## config.mk

```make
export PLATFORM = sky130hd
export DESIGN_NAME = mbp_top
export DESIGN_NICKNAME = d
export VERILOG_FILES = /design/src/common/mbp_pkg.sv /design/src/rtl/mbp_top.sv /design/src/rtl/mbp_sync.sv /design/src/rtl/mbp_ram.sv
export SDC_FILE = /design/constraint.sdc
export NUM_CORES = 1
export LEC_CHECK = 0
export ABC_AREA = 1
export BUFFER_PORTS_ARGS = -buffer_cell sky130_fd_sc_hd__buf_2
export CORE_UTILIZATION = 48
export CTS_CLUSTER_DIAMETER = 80
export DETAILED_ROUTE_END_ITERATION = 6
export HOLD_SLACK_MARGIN = 0.05
export PLACE_DENSITY = 0.61
export SLEW_MARGIN = 20
export SYNTH_ARGS = -nofsm -noshare
export SYNTH_HDL_FRONTEND = slang
export SYNTH_SLANG_ARGS = --single-unit
```

## constraint.sdc

```tcl
create_clock -name i_clock -period 5.95 [get_ports i_clock]
set_input_delay 0.8925 -clock i_clock [delete_from_list [all_inputs] [get_ports i_clock]]
set_output_delay 0.8925 -clock i_clock [all_outputs]
set_load 0.03 [all_outputs]
```

## src/common/mbp_pkg.sv

```systemverilog
package mbp_pkg;

   ////////////////////////////////////////////////////////////////////////
   // Address space
   localparam int          ADDR_W       = 13;
   localparam int          ADDR_SPACE   = 8192;
   localparam int          INT_LIMIT    = 128;
   localparam logic [12:0] OFS_PORT_A   = 13'h0000;
   localparam logic [12:0] OFS_PORT_B   = 13'h0001;
   localparam logic [12:0] OFS_DIR_A    = 13'h0004;
   localparam logic [12:0] OFS_DIR_B    = 13'h0005;
   localparam logic [12:0] OFS_TMR_DATA = 13'h0008;
   localparam logic [12:0] OFS_TMR_CTRL = 13'h0009;
   localparam logic [12:0] RAM_BASE     = 13'h0010;
   localparam int          RAM_BYTES    = 112;
   localparam int          RAM_AW       = 7;

   ////////////////////////////////////////////////////////////////////////
   // Stack window
   localparam int          STACK_BYTES  = 64;
   localparam logic [6:0]  SP_BASE      = 7'h01;
   localparam logic [5:0]  SP_RESET     = 6'h3f;

   ////////////////////////////////////////////////////////////////////////
   // Bus cycle: one phase per clock, oscillator divided by five
   localparam int          CLK_DIV      = 5;
   localparam logic [7:0]  DIR_RESET    = 8'h00;
   localparam logic [7:0]  TMR_RESET    = 8'h00;

   typedef enum logic [2:0] {
      PH_ADDR,
      PH_HOLD,
      PH_DS1,
      PH_DS2,
      PH_END
   } mbp_phase_t;

endpackage

```

## src/rtl/mbp_top.sv

```systemverilog
`timescale 1ns/1ps
// How it works
// - address strobe marks address on low bus
// - strobe every five clocks unless low power
// - two ports, one direction bit per line
// - direction bit one is output, zero input
// - output lines drive the held latch value
// - reset clears all direction bits
// - reset keeps output latches untouched
// - upper address stands whole bus cycle
// - address phase, then data phase on bus
// - bus data direction follows read/write line
// - write to input line only loads latch
// - write to output line drives at once
// - input line reads the pin level
// - output line reads the latch
// - decode full 8192-byte address space
// - low 128 bytes internal, unused holes read zero
// - internal reads ignore the external bus
// - 64-byte stack, pointer starts at 7f
// - read/write line high read, low write
// - data strobe on every transfer
module mbp_top
   import mbp_pkg::*;
(
   // Clock and reset
   input  wire logic              i_clock,
   input  wire logic              i_sys_rst,
   // Core request
   input  wire logic              i_req_valid,
   input  wire logic              i_req_write,
   input  wire logic [ADDR_W-1:0] i_req_addr,
   input  wire logic [7:0]        i_req_wdata,
   output logic                   o_req_ready,
   // Core answer
   output logic                   o_rsp_valid,
   output logic      [7:0]        o_rsp_rdata,
   // Wait or stop mode
   input  wire logic              i_low_power,
   // Stack pointer control
   input  wire logic              i_sp_push,
   input  wire logic              i_sp_pop,
   input  wire logic              i_sp_reset,
   output logic      [ADDR_W-1:0] o_stack_addr,
   // Multiplexed bus
   output logic                   o_address_latch_strobe,
   output logic                   o_data_transfer_strobe,
   output logic                   o_read_not_write,
   output logic      [4:0]        o_upper_address_lines,
   input  wire logic [7:0]        i_muxed_address_data_lines_in,
   output logic      [7:0]        o_muxed_address_data_lines_out,
   output logic                   o_muxed_address_data_lines_oe_n,
   // Port A
   input  wire logic [7:0]        i_port_a_lines_in,
   output logic      [7:0]        o_port_a_lines_out,
   output logic      [7:0]        o_port_a_lines_oe_n,
   // Port B
   input  wire logic [7:0]        i_port_b_lines_in,
   output logic      [7:0]        o_port_b_lines_out,
   output logic      [7:0]        o_port_b_lines_oe_n
);

   ////////////////////////////////////////////////////////////////////////
   // Decoding

   function automatic logic is_internal(input logic [ADDR_W-1:0] a);
      return a < 13'(INT_LIMIT);
   endfunction

   function automatic logic is_ram(input logic [ADDR_W-1:0] a);
      return is_internal(a) && (a >= RAM_BASE);
   endfunction

   function automatic logic [RAM_AW-1:0] ram_index(
      input logic [ADDR_W-1:0] a);
      logic [ADDR_W-1:0] d;
      d = a - RAM_BASE;
      return d[RAM_AW-1:0];
   endfunction

   ////////////////////////////////////////////////////////////////////////
   // State

   typedef struct packed {
      mbp_phase_t        phase;
      logic              busy;
      logic              wr;
      logic [ADDR_W-1:0] addr;
      logic [7:0]        wdata;
      logic              as_q;
      logic              ds_q;
      logic              rw_q;
      logic [7:0]        bus_out;
      logic              bus_drive;
      logic [7:0]        dir_a;
      logic [7:0]        dir_b;
      logic [7:0]        lat_a;
      logic [7:0]        lat_b;
      logic [7:0]        pin_a;
      logic [7:0]        pin_b;
      logic [7:0]        tmr_data;
      logic [7:0]        tmr_ctrl;
      logic [5:0]        sp;
      logic              rsp_valid;
      logic [7:0]        rdata;
   } mbp_state_t;

   mbp_state_t st_reg;
   mbp_state_t st_next;

   logic [7:0] port_a_level;
   logic [7:0] port_b_level;
   logic [7:0] bus_level;
   logic [7:0] ram_rdata;
   logic       ram_wr_en;
   logic [7:0] int_rdata;

   ////////////////////////////////////////////////////////////////////////
   // Pin synchronisers and internal RAM

   mbp_sync #(.W(16)) u_port_sync (
      .i_clock   (i_clock),
      .i_sys_rst (i_sys_rst),
      .i_pin     ({i_port_b_lines_in, i_port_a_lines_in}),
      .o_level   ({port_b_level, port_a_level})
   );

   mbp_sync #(.W(8)) u_bus_sync (
      .i_clock   (i_clock),
      .i_sys_rst (i_sys_rst),
      .i_pin     (i_muxed_address_data_lines_in),
      .o_level   (bus_level)
   );

   assign ram_wr_en = (st_reg.phase == PH_END) && st_reg.busy
                    && st_reg.wr && is_ram(st_reg.addr);

   mbp_ram #(.DEPTH(RAM_BYTES), .AW(RAM_AW)) u_ram (
      .i_clock   (i_clock),
      .i_wr_en   (ram_wr_en),
      .i_wr_addr (ram_index(st_reg.addr)),
      .i_wr_data (st_reg.wdata),
      .i_rd_addr (ram_index(st_reg.addr)),
      .o_rd_data (ram_rdata)
   );

   ////////////////////////////////////////////////////////////////////////
   // Internal read data

   always_comb
   begin
      int_rdata = 8'h00;
      if (is_ram(st_reg.addr))
         int_rdata = ram_rdata;
      else
         unique case (st_reg.addr)
            OFS_PORT_A:   int_rdata = (st_reg.dir_a & st_reg.lat_a)
                                    | (~st_reg.dir_a & port_a_level);
            OFS_PORT_B:   int_rdata = (st_reg.dir_b & st_reg.lat_b)
                                    | (~st_reg.dir_b & port_b_level);
            OFS_DIR_A:    int_rdata = st_reg.dir_a;
            OFS_DIR_B:    int_rdata = st_reg.dir_b;
            OFS_TMR_DATA: int_rdata = st_reg.tmr_data;
            OFS_TMR_CTRL: int_rdata = st_reg.tmr_ctrl;
            default:      int_rdata = 8'h00;
         endcase
   end

   ////////////////////////////////////////////////////////////////////////
   // Next state

   always_comb
   begin
      st_next           = st_reg;
      st_next.rsp_valid = 1'b0;
      // Five phases per bus cycle
      unique case (st_reg.phase)
         PH_ADDR: st_next.phase = PH_HOLD;
         PH_HOLD: st_next.phase = PH_DS1;
         PH_DS1:  st_next.phase = PH_DS2;
         PH_DS2:  st_next.phase = PH_END;
         PH_END:
         begin
            if (st_reg.busy)
            begin
               st_next.rsp_valid = 1'b1;
               if (!st_reg.wr)
                  st_next.rdata = is_internal(st_reg.addr) ?
                                  int_rdata : bus_level;
               else if (is_internal(st_reg.addr))
                  unique case (st_reg.addr)
                     OFS_PORT_A:   st_next.lat_a = st_reg.wdata;
                     OFS_PORT_B:   st_next.lat_b = st_reg.wdata;
                     OFS_DIR_A:    st_next.dir_a = st_reg.wdata;
                     OFS_DIR_B:    st_next.dir_b = st_reg.wdata;
                     OFS_TMR_DATA: st_next.tmr_data = st_reg.wdata;
                     OFS_TMR_CTRL: st_next.tmr_ctrl = st_reg.wdata;
                     default:      st_next.tmr_ctrl = st_reg.tmr_ctrl;
                  endcase
            end
            // No new cycle and no strobe in low power
            if (!i_low_power)
            begin
               st_next.phase = PH_ADDR;
               st_next.busy  = i_req_valid;
               if (i_req_valid)
               begin
                  st_next.wr    = i_req_write;
                  st_next.addr  = i_req_addr;
                  st_next.wdata = i_req_wdata;
               end
            end
            else
               st_next.busy = 1'b0;
         end
      endcase
      // Registered bus outputs follow the next phase
      st_next.as_q      = (st_next.phase == PH_ADDR);
      st_next.ds_q      = st_next.busy && (st_next.phase == PH_DS1
                       || st_next.phase == PH_DS2
                       || st_next.phase == PH_END);
      st_next.rw_q      = !(st_next.busy && st_next.wr);
      st_next.bus_drive = (st_next.phase == PH_ADDR)
                       || (st_next.busy && st_next.wr);
      st_next.bus_out   = (st_next.phase == PH_ADDR) ?
                          st_next.addr[7:0] : st_next.wdata;
      // Output lines show the latch while their direction bit is set
      st_next.pin_a     = st_next.lat_a & st_next.dir_a;
      st_next.pin_b     = st_next.lat_b & st_next.dir_b;
      // Stack pointer wraps inside its 64-byte window
      if (i_sp_reset)
         st_next.sp = SP_RESET;
      else if (i_sp_push && !i_sp_pop)
         st_next.sp = st_reg.sp - 6'h01;
      else if (i_sp_pop && !i_sp_push)
         st_next.sp = st_reg.sp + 6'h01;
   end

   ////////////////////////////////////////////////////////////////////////
   // Register

   always_ff @(posedge i_clock)
   begin
      if (i_sys_rst)
      begin
         st_reg.phase     <= PH_END;
         st_reg.busy      <= 1'b0;
         st_reg.wr        <= 1'b0;
         st_reg.addr      <= '0;
         st_reg.wdata     <= 8'h00;
         st_reg.as_q      <= 1'b0;
         st_reg.ds_q      <= 1'b0;
         st_reg.rw_q      <= 1'b1;
         st_reg.bus_out   <= 8'h00;
         st_reg.bus_drive <= 1'b0;
         st_reg.dir_a     <= DIR_RESET;
         st_reg.dir_b     <= DIR_RESET;
         st_reg.pin_a     <= 8'h00;
         st_reg.pin_b     <= 8'h00;
         st_reg.tmr_data  <= TMR_RESET;
         st_reg.tmr_ctrl  <= TMR_RESET;
         st_reg.sp        <= SP_RESET;
         st_reg.rsp_valid <= 1'b0;
         st_reg.rdata     <= 8'h00;
         // Output latches keep their content across reset
         st_reg.lat_a     <= st_reg.lat_a;
         st_reg.lat_b     <= st_reg.lat_b;
      end
      else
         st_reg <= st_next;
   end

   ////////////////////////////////////////////////////////////////////////
   // Outputs

   assign o_req_ready = (st_reg.phase == PH_END) && !i_low_power;
   assign o_rsp_valid = st_reg.rsp_valid;
   assign o_rsp_rdata = st_reg.rdata;

   assign o_stack_addr = {SP_BASE, st_reg.sp};

   assign o_address_latch_strobe          = st_reg.as_q;
   assign o_data_transfer_strobe          = st_reg.ds_q;
   assign o_read_not_write                = st_reg.rw_q;
   assign o_upper_address_lines           = st_reg.addr[12:8];
   assign o_muxed_address_data_lines_out  = st_reg.bus_out;
   assign o_muxed_address_data_lines_oe_n = ~st_reg.bus_drive;

   assign o_port_a_lines_out  = st_reg.pin_a;
   assign o_port_a_lines_oe_n = ~st_reg.dir_a;
   assign o_port_b_lines_out  = st_reg.pin_b;
   assign o_port_b_lines_oe_n = ~st_reg.dir_b;
endmodule // mbp_top

```

## src/rtl/mbp_sync.sv

```systemverilog
`timescale 1ns/1ps
module mbp_sync
   import mbp_pkg::*;
#(
   parameter int W = 8
)
(
   // Clock and reset
   input  wire logic         i_clock,
   input  wire logic         i_sys_rst,
   // Pin side
   input  wire logic [W-1:0] i_pin,
   // Filtered level
   output logic      [W-1:0] o_level
);

   if (W < 1) $error("mbp_sync: W must be at least 1");

   typedef struct packed {
      logic [W-1:0] s1;
      logic [W-1:0] s2;
      logic [W-1:0] s3;
      logic [W-1:0] held;
   } mbp_sync_t;

   mbp_sync_t st_reg;
   mbp_sync_t st_next;

   // A bit changes once stages two and three agree on it
   always_comb
   begin
      st_next      = st_reg;
      st_next.s1   = i_pin;
      st_next.s2   = st_reg.s1;
      st_next.s3   = st_reg.s2;
      st_next.held = (st_reg.s2 & ~(st_reg.s2 ^ st_reg.s3))
                   | (st_reg.held & (st_reg.s2 ^ st_reg.s3));
   end

   always_ff @(posedge i_clock)
   begin
      if (i_sys_rst)
         st_reg <= '0;
      else
         st_reg <= st_next;
   end

   assign o_level = st_next.held;

endmodule // mbp_sync

```

## src/rtl/mbp_ram.sv

```systemverilog
`timescale 1ns/1ps
module mbp_ram
   import mbp_pkg::*;
#(
   parameter int DEPTH = RAM_BYTES,
   parameter int AW    = RAM_AW
)
(
   // Clock
   input  wire logic          i_clock,
   // Write port
   input  wire logic          i_wr_en,
   input  wire logic [AW-1:0] i_wr_addr,
   input  wire logic [7:0]    i_wr_data,
   // Read port
   input  wire logic [AW-1:0] i_rd_addr,
   output logic      [7:0]    o_rd_data
);

   if (DEPTH < 1 || DEPTH > (1 << AW))
      $error("mbp_ram: DEPTH does not fit the address width");

   logic [7:0] mem [DEPTH];

   always_ff @(posedge i_clock)
   begin
      if (i_wr_en)
         mem[i_wr_addr] <= i_wr_data;
      o_rd_data <= mem[i_rd_addr];
   end

endmodule // mbp_ram

```

* After elaboration in Yosys (flattened, before gate mapping)
Memory sizes are Yosys's and may differ from the RTL's. A register that Yosys moved wholly into a read port is not among the register bits.
Cells that the tools add are included.
** Word-level totals
- Flip-flop bits (word level) :: 213
- RAM bits :: 896
- Input port bits :: 53
- Output and inout port bits :: 72
- Word-level logic and storage cells :: 122
- Memories kept :: 1
** Memory list
- u_ram.mem :: words 112, bits a word 8, rd ports 1, clocked after Yosys merged registers in 1, write ports 1, line mbp_ram.sv:23 : logic [7:0] mem [DEPTH];
** Cells by class
- Add/sub/neg operators :: 3
- $lt $le $gt $ge :: 2
- Eq/ne operators :: 12
- Muxes and demuxes :: 24
- Bitwise gates (word level) :: 24
- Reductions and logical operators :: 26
** Operators with widths (count)
- $mux 32 :: 4
- $and 8x8->8 :: 8
- $mux 8 :: 8
- $pmux 8 s6 :: 1
- $mux 22 :: 2
- $and 16x16->16 :: 2
- $eq 13x3->1 const B :: 2
- $eq 13x4->1 const B :: 2
- $not 8->8 :: 3
- $or 8x8->8 :: 3
- $mux 23 :: 1
- $not 16->16 :: 1
- $or 16x16->16 :: 1
- $xor 16x16->16 :: 1
- $pmux 3 s5 :: 1
- $eq 13x1->1 const B :: 1
- $ge 13x5->1 const B :: 1
- $logic_not 13->1 :: 1
- $lt 13x8->1 const B :: 1
- $eq 3x2->1 const B :: 4
- $mux 6 :: 2
- $reduce_and 5->1 :: 2
- $logic_and 1x1->1 :: 9
- $mux 9 :: 1
- other kinds (15) :: 29

* Longest topological paths before layout
- Depth after elaboration :: 11
- Mapped depth :: 16
- Depth with buffers taken out :: 13

* Modules after synthesis
Synthesis repeated with hierarchy kept, for this count alone.
** Second synthesis, totals
- Cell total of the unflattened synthesis :: 4442
- Area total of the unflattened synthesis :: 46362.0 um^2
** By module, submodules not included
- mbp_ram :: times used 1, cells an instance 3214, area each 37118.1 um^2, seq. area each 27066.0 um^2
- mbp_top :: times used 1, cells an instance 762, area each 5768.0 um^2, seq. area each 2502.4 um^2
- mbp_sync (u_port_sync) :: times used 1, cells an instance 311, area each 2321.0 um^2, seq. area each 1281.2 um^2
- mbp_sync (u_bus_sync) :: times used 1, cells an instance 155, area each 1154.9 um^2, seq. area each 640.6 um^2

* Least setup slack after synthesis
OpenSTA, ideal clock, no wires.
- Kind :: register -> register
- Start :: register st_reg[103] in the netlist's numbering
- End :: memory u_ram.mem[48][0] (enable)
- Setup time :: 0.383 ns
- Data arrival time :: 2.684 ns
- Required time :: 5.567 ns
- Setup slack :: 2.882 ns
- Stages on the path, launching flop included :: 11
- Buffers on the path :: 2
- Period minus slack after synthesis :: 3.068 ns
- Path through :: dfxtp_1 -> clkinv_1 -> clkbuf_1 -> ha_1 -> or2_2 -> nand2_1 -> inv_1 -> nor2_1 -> clkbuf_1 -> nand2_1 -> nor3_1
** Between the ends
- Cells in the longest elaborated chain, start to end :: 5
- Elaborated cells between the ends (all ways) :: 7
- Those cells by class :: add/sub (1); order compare (2); mux (2); reduce/logical (2)
** RTL lines
- start: declaration :: line mbp_top.sv:108 : mbp_state_t st_reg;
- start signal: assignment :: line mbp_top.sv:270 : st_reg <= st_next;
- $lt 13x8->1 / $ge 13x5->1 (equally long branches) :: line mbp_top.sv:67, mbp_top.sv:71
- $logic_and 1x1->1 :: line mbp_top.sv:71 : return is_internal(a) && (a >= RAM_BASE);
- $logic_and 1x1->1 :: line mbp_top.sv:136 : && st_reg.wr && is_ram(st_reg.addr);
- $mux 1 :: line mbp_ram.sv:27 : if (i_wr_en)
- $mux 1 (implied by the code) :: line mbp_ram.sv:28 : mem[i_wr_addr] <= i_wr_data;
- end: declaration :: line mbp_ram.sv:23
Several ways; a longest one is shown, not always the timed one.

* Worst setup path after layout
- Start :: register st_reg, in the netlist o_upper_address_lines[1]
- End :: memory u_ram.mem[97][1] (enable)
** Between the ends
- Cells in the longest elaborated chain, start to end :: 5
- Elaborated cells between the ends (all ways) :: 6
- Those cells by class :: order compare (2); mux (2); reduce/logical (2)
** RTL lines (line)
- $lt 13x8->1 / $ge 13x5->1 (equally long branches) :: mbp_top.sv:67, mbp_top.sv:71
- $logic_and 1x1->1 (*) :: mbp_top.sv:71
- $logic_and 1x1->1 (*) :: mbp_top.sv:136
- $mux 1 (*) :: mbp_ram.sv:27
- $mux 1 (implied by the code) (*) :: mbp_ram.sv:28
Mark *: on every way between the ends. The rest lies on a longest branch, timed or not.

==> results.toml <==
[pwr]
power_frac_seq = 0.512
combPwrFrac = 0.072
p_int_mw = 12.9
clkPwrFrac = 0.416
leakagePower_nw = 21.0
cellPowerDensity_nw_per_um2 = 330
p_switching_mw = 4.03
switching_share = 0.238
peakVddDrop_uv = 234

[synth]
synth_cells = 4584
yosysWarnings = 0
synth_cell_types = 34
synth_seq_cells = 1117
syn_avg_cell_area_um2 = 10.0
yosysSeqAreaShare = 0.687
syn_area_um2 = 45900

[min_path]
hp-start = "u_bus_sync.st_next[18]$_SDFF_PP0_"
holdPathStages = 2
hold_path_end = "u_bus_sync.st_next[10]$_SDFF_PP0_"
hold_path.class = "reg2reg"

[sta]
fin_hold_ws_ns = 0.399
hold_viol_final = 0
setup_viol = 0
max_freq_mhz = 237
setup_tns_ns = 0
period_needed_ns = 4.21
max_slew_margin = 0.259
fin_ws_ns = 1.74
rsz0062_at_grt = "no"
finalMaxSlewViolations = 0
fin_skew_ns = 0.0416
worst_slew_pin_slew_ns = 1.10
fin_crit_sh = 0.708

[worst_setup_path]
r2r-end = "u_ram.mem[97][1]$_DFFE_PP_"
worstSetupPathType = "reg2reg"
r2r_cells = 11
end_kind = "flop"
reg2reg_slack_ns = 1.74
timing.rr.start = "o_upper_address_lines[1]$_SDFFE_PP0P_"
critPathMaxFanout = 45
cp.required_ns = 6.26
cp-start-kind = "flop"
critPathArrivalTime_ns = 4.53

[cells_and_area]
mostFrequentLayoutCell = "nand2_1"
area_growth_pct = 12.1
fin_nets = 4702
design_area_um2 = 51400
diodes = 0
largest_reg_flops = 896
layout-drive-gt1-share = 0.0876
layout_common_cells = "1,649 x nand2_1, 912 x edfxtp_1, 430 x inv_1"
fillers = 8240

[placement]
hpwl_mm = 72.6
place_ws_ns = 1.82
dpl_cell_area_um2 = 47600
place_congestion = 0.875
portBuffers = 117

[clock_network]
clk_pin_slew_ns = 0.06
hold_buffers = 0
clock-sinks = 1117
clk_path_buf_depth = 3
cts_root_buffer = "clkbuf_16"
htree_levels = 3
post_cts.repair.setup_buffers = 0
insertion_delay_ns = 0.70
numCtsBuffers = 113
ctsResizeCount = 0
cts_tree = "yes"

[drt]
drtIter0Drc = 3359
drtAntennaViolNets = 0
vias = 31229
dr.pass1.iters = 6
via_per_inst = 5.21
route.detailed.drc = 0
post_drt_wl_per_cell_um = 20.6
wl_mm = 123

[grt]
grt_overflow_total = 0
grt_usage = 0.254
grt_pass1_vias = 29622
grt_first_pass_wirelength_mm = 185
grt_max_degree = 170
antenna_found_initial = 2

[run_status]
outcome = "complete, no violations"

[die]
die_w_um = 311
core_um2 = 94000
start_util = 0.488
ios = 125
die-area_um2 = 96800
rows = 112
chipHeight_um = 311

[job]
maxCapViolations = 0
==> cells by family after synthesis <==
group / synth area share
buffers and inverters: 0.0615
xor gates and xnor gates: 0.000573
and+or+nand+nor: 0.214
AOI/OAI and AO/OA: 0.0340
adders and majority gates: 0.00262
other: 0.000164
DFF: 0.687
==> final cells by class <==
type / instances / area [um^2] / area share
multi-input combinational: 2773 / 11700 / 0.228
inverter: 438 / 1650 / 0.0322
sequential: 1117 / 31500 / 0.613
clock buffer: 167 / 3260 / 0.0634
tap: 1254 / 1570 / 0.0305
timing repair buffer: 197 / 1240 / 0.0241
clock inverter: 44 / 439 / 0.00855
==> how the worst max path moves through the flow <==
stage	start	endpoint	slack, ns
3_5_place_dp	o_upper_address_lines[1]$_SDFFE_PP0P_	u_ram.mem[97][1]$_DFFE_PP_	1.82
2_1_floorplan	st_reg[103]$_SDFF_PP0_	u_ram.mem[48][0]$_DFFE_PP_	2.88
6_report	o_upper_address_lines[1]$_SDFFE_PP0P_	u_ram.mem[97][1]$_DFFE_PP_	1.74
3_3_place_gp	o_upper_address_lines[1]$_SDFFE_PP0P_	u_ram.mem[97][5]$_DFFE_PP_	1.92
4_1_cts	o_upper_address_lines[1]$_SDFFE_PP0P_	u_ram.mem[97][4]$_DFFE_PP_	1.77
5_1_grt	o_upper_address_lines[1]$_SDFFE_PP0P_	u_ram.mem[97][4]$_DFFE_PP_	1.56
==> power groups by stage <==
| stage | clock (mW) | combinational (mW) | sequential (mW) |
|---|---|---|---|
| after detailed placement | 0 | 1.20 | 8.85 |
| after floorplan | 0 | 0.747 | 8.79 |
| after global placement | 0 | 1.20 | 8.85 |
| after global routing | 7.43 | 1.33 | 8.69 |
| after CTS | 7.14 | 1.21 | 8.68 |
| final | 7.05 | 1.21 | 8.68 |
==> cell usage after synthesis, drive strengths merged <==
cell     instances  area, um^2
clkinv           3        11.3
nor3            62         327
dfxtp          205        4100
a21oi           84         420
nor2           423        1610
fa               1        20.0
xor2             2        17.5
nand3b           1        7.51
nand2         1650        6190
a2bb2oi          6        52.6
and2             8        50.1
nand4            7        43.8
inv            435        1630
a31oi           12        75.1
buf             98         562
xnor2            1        8.76
edfxtp         912       27400
clkbuf         163         612
o211ai          30         225
o21ai          147         739
nand3          311        1560
conb             2        7.51
o21a             3        22.5
a211oi           3        22.5
or2              7        43.8
ha               8         100
==> per-layer routing <==
metal | wire length, um | up-vias | share of wire | global-route usage
met2 | 58800 | 1146 | 0.48 | 0.415
met4 | 3240 | 0 | 0.026 | 0.0743
met3 | 8450 | 201 | 0.069 | 0.0341
met5 | 0 | - | 0 | 0
li1 | - | 14997 | - | -
met1 | 52700 | 14885 | 0.43 | 0.354
==> critical path, stage by stage, from the launching register on <==
cell and delay [ns]:
dfxtp_1 0.32, nor2_1 0.11, nand2_1 0.09, nor2_4 0.09, buf_4 0.40, nand2_1 0.20
inv_2 0.22, nand2_1 0.31, nor3_4 0.54, nand3_1 0.53, buf_4 0.43, nor2_1 0.56
==> through the flow <==
step,std cells,power (mW),utilization
CTS,5990,17.0,0.546
global route,5990,17.4,0.547
global placement,5779,10.0,0.506
finish,5990,16.9,0.547
floorplan,4589,9.54,-
detailed placement,5779,10.1,0.506
No activity file was read; power rests on OpenSTA's default activity.
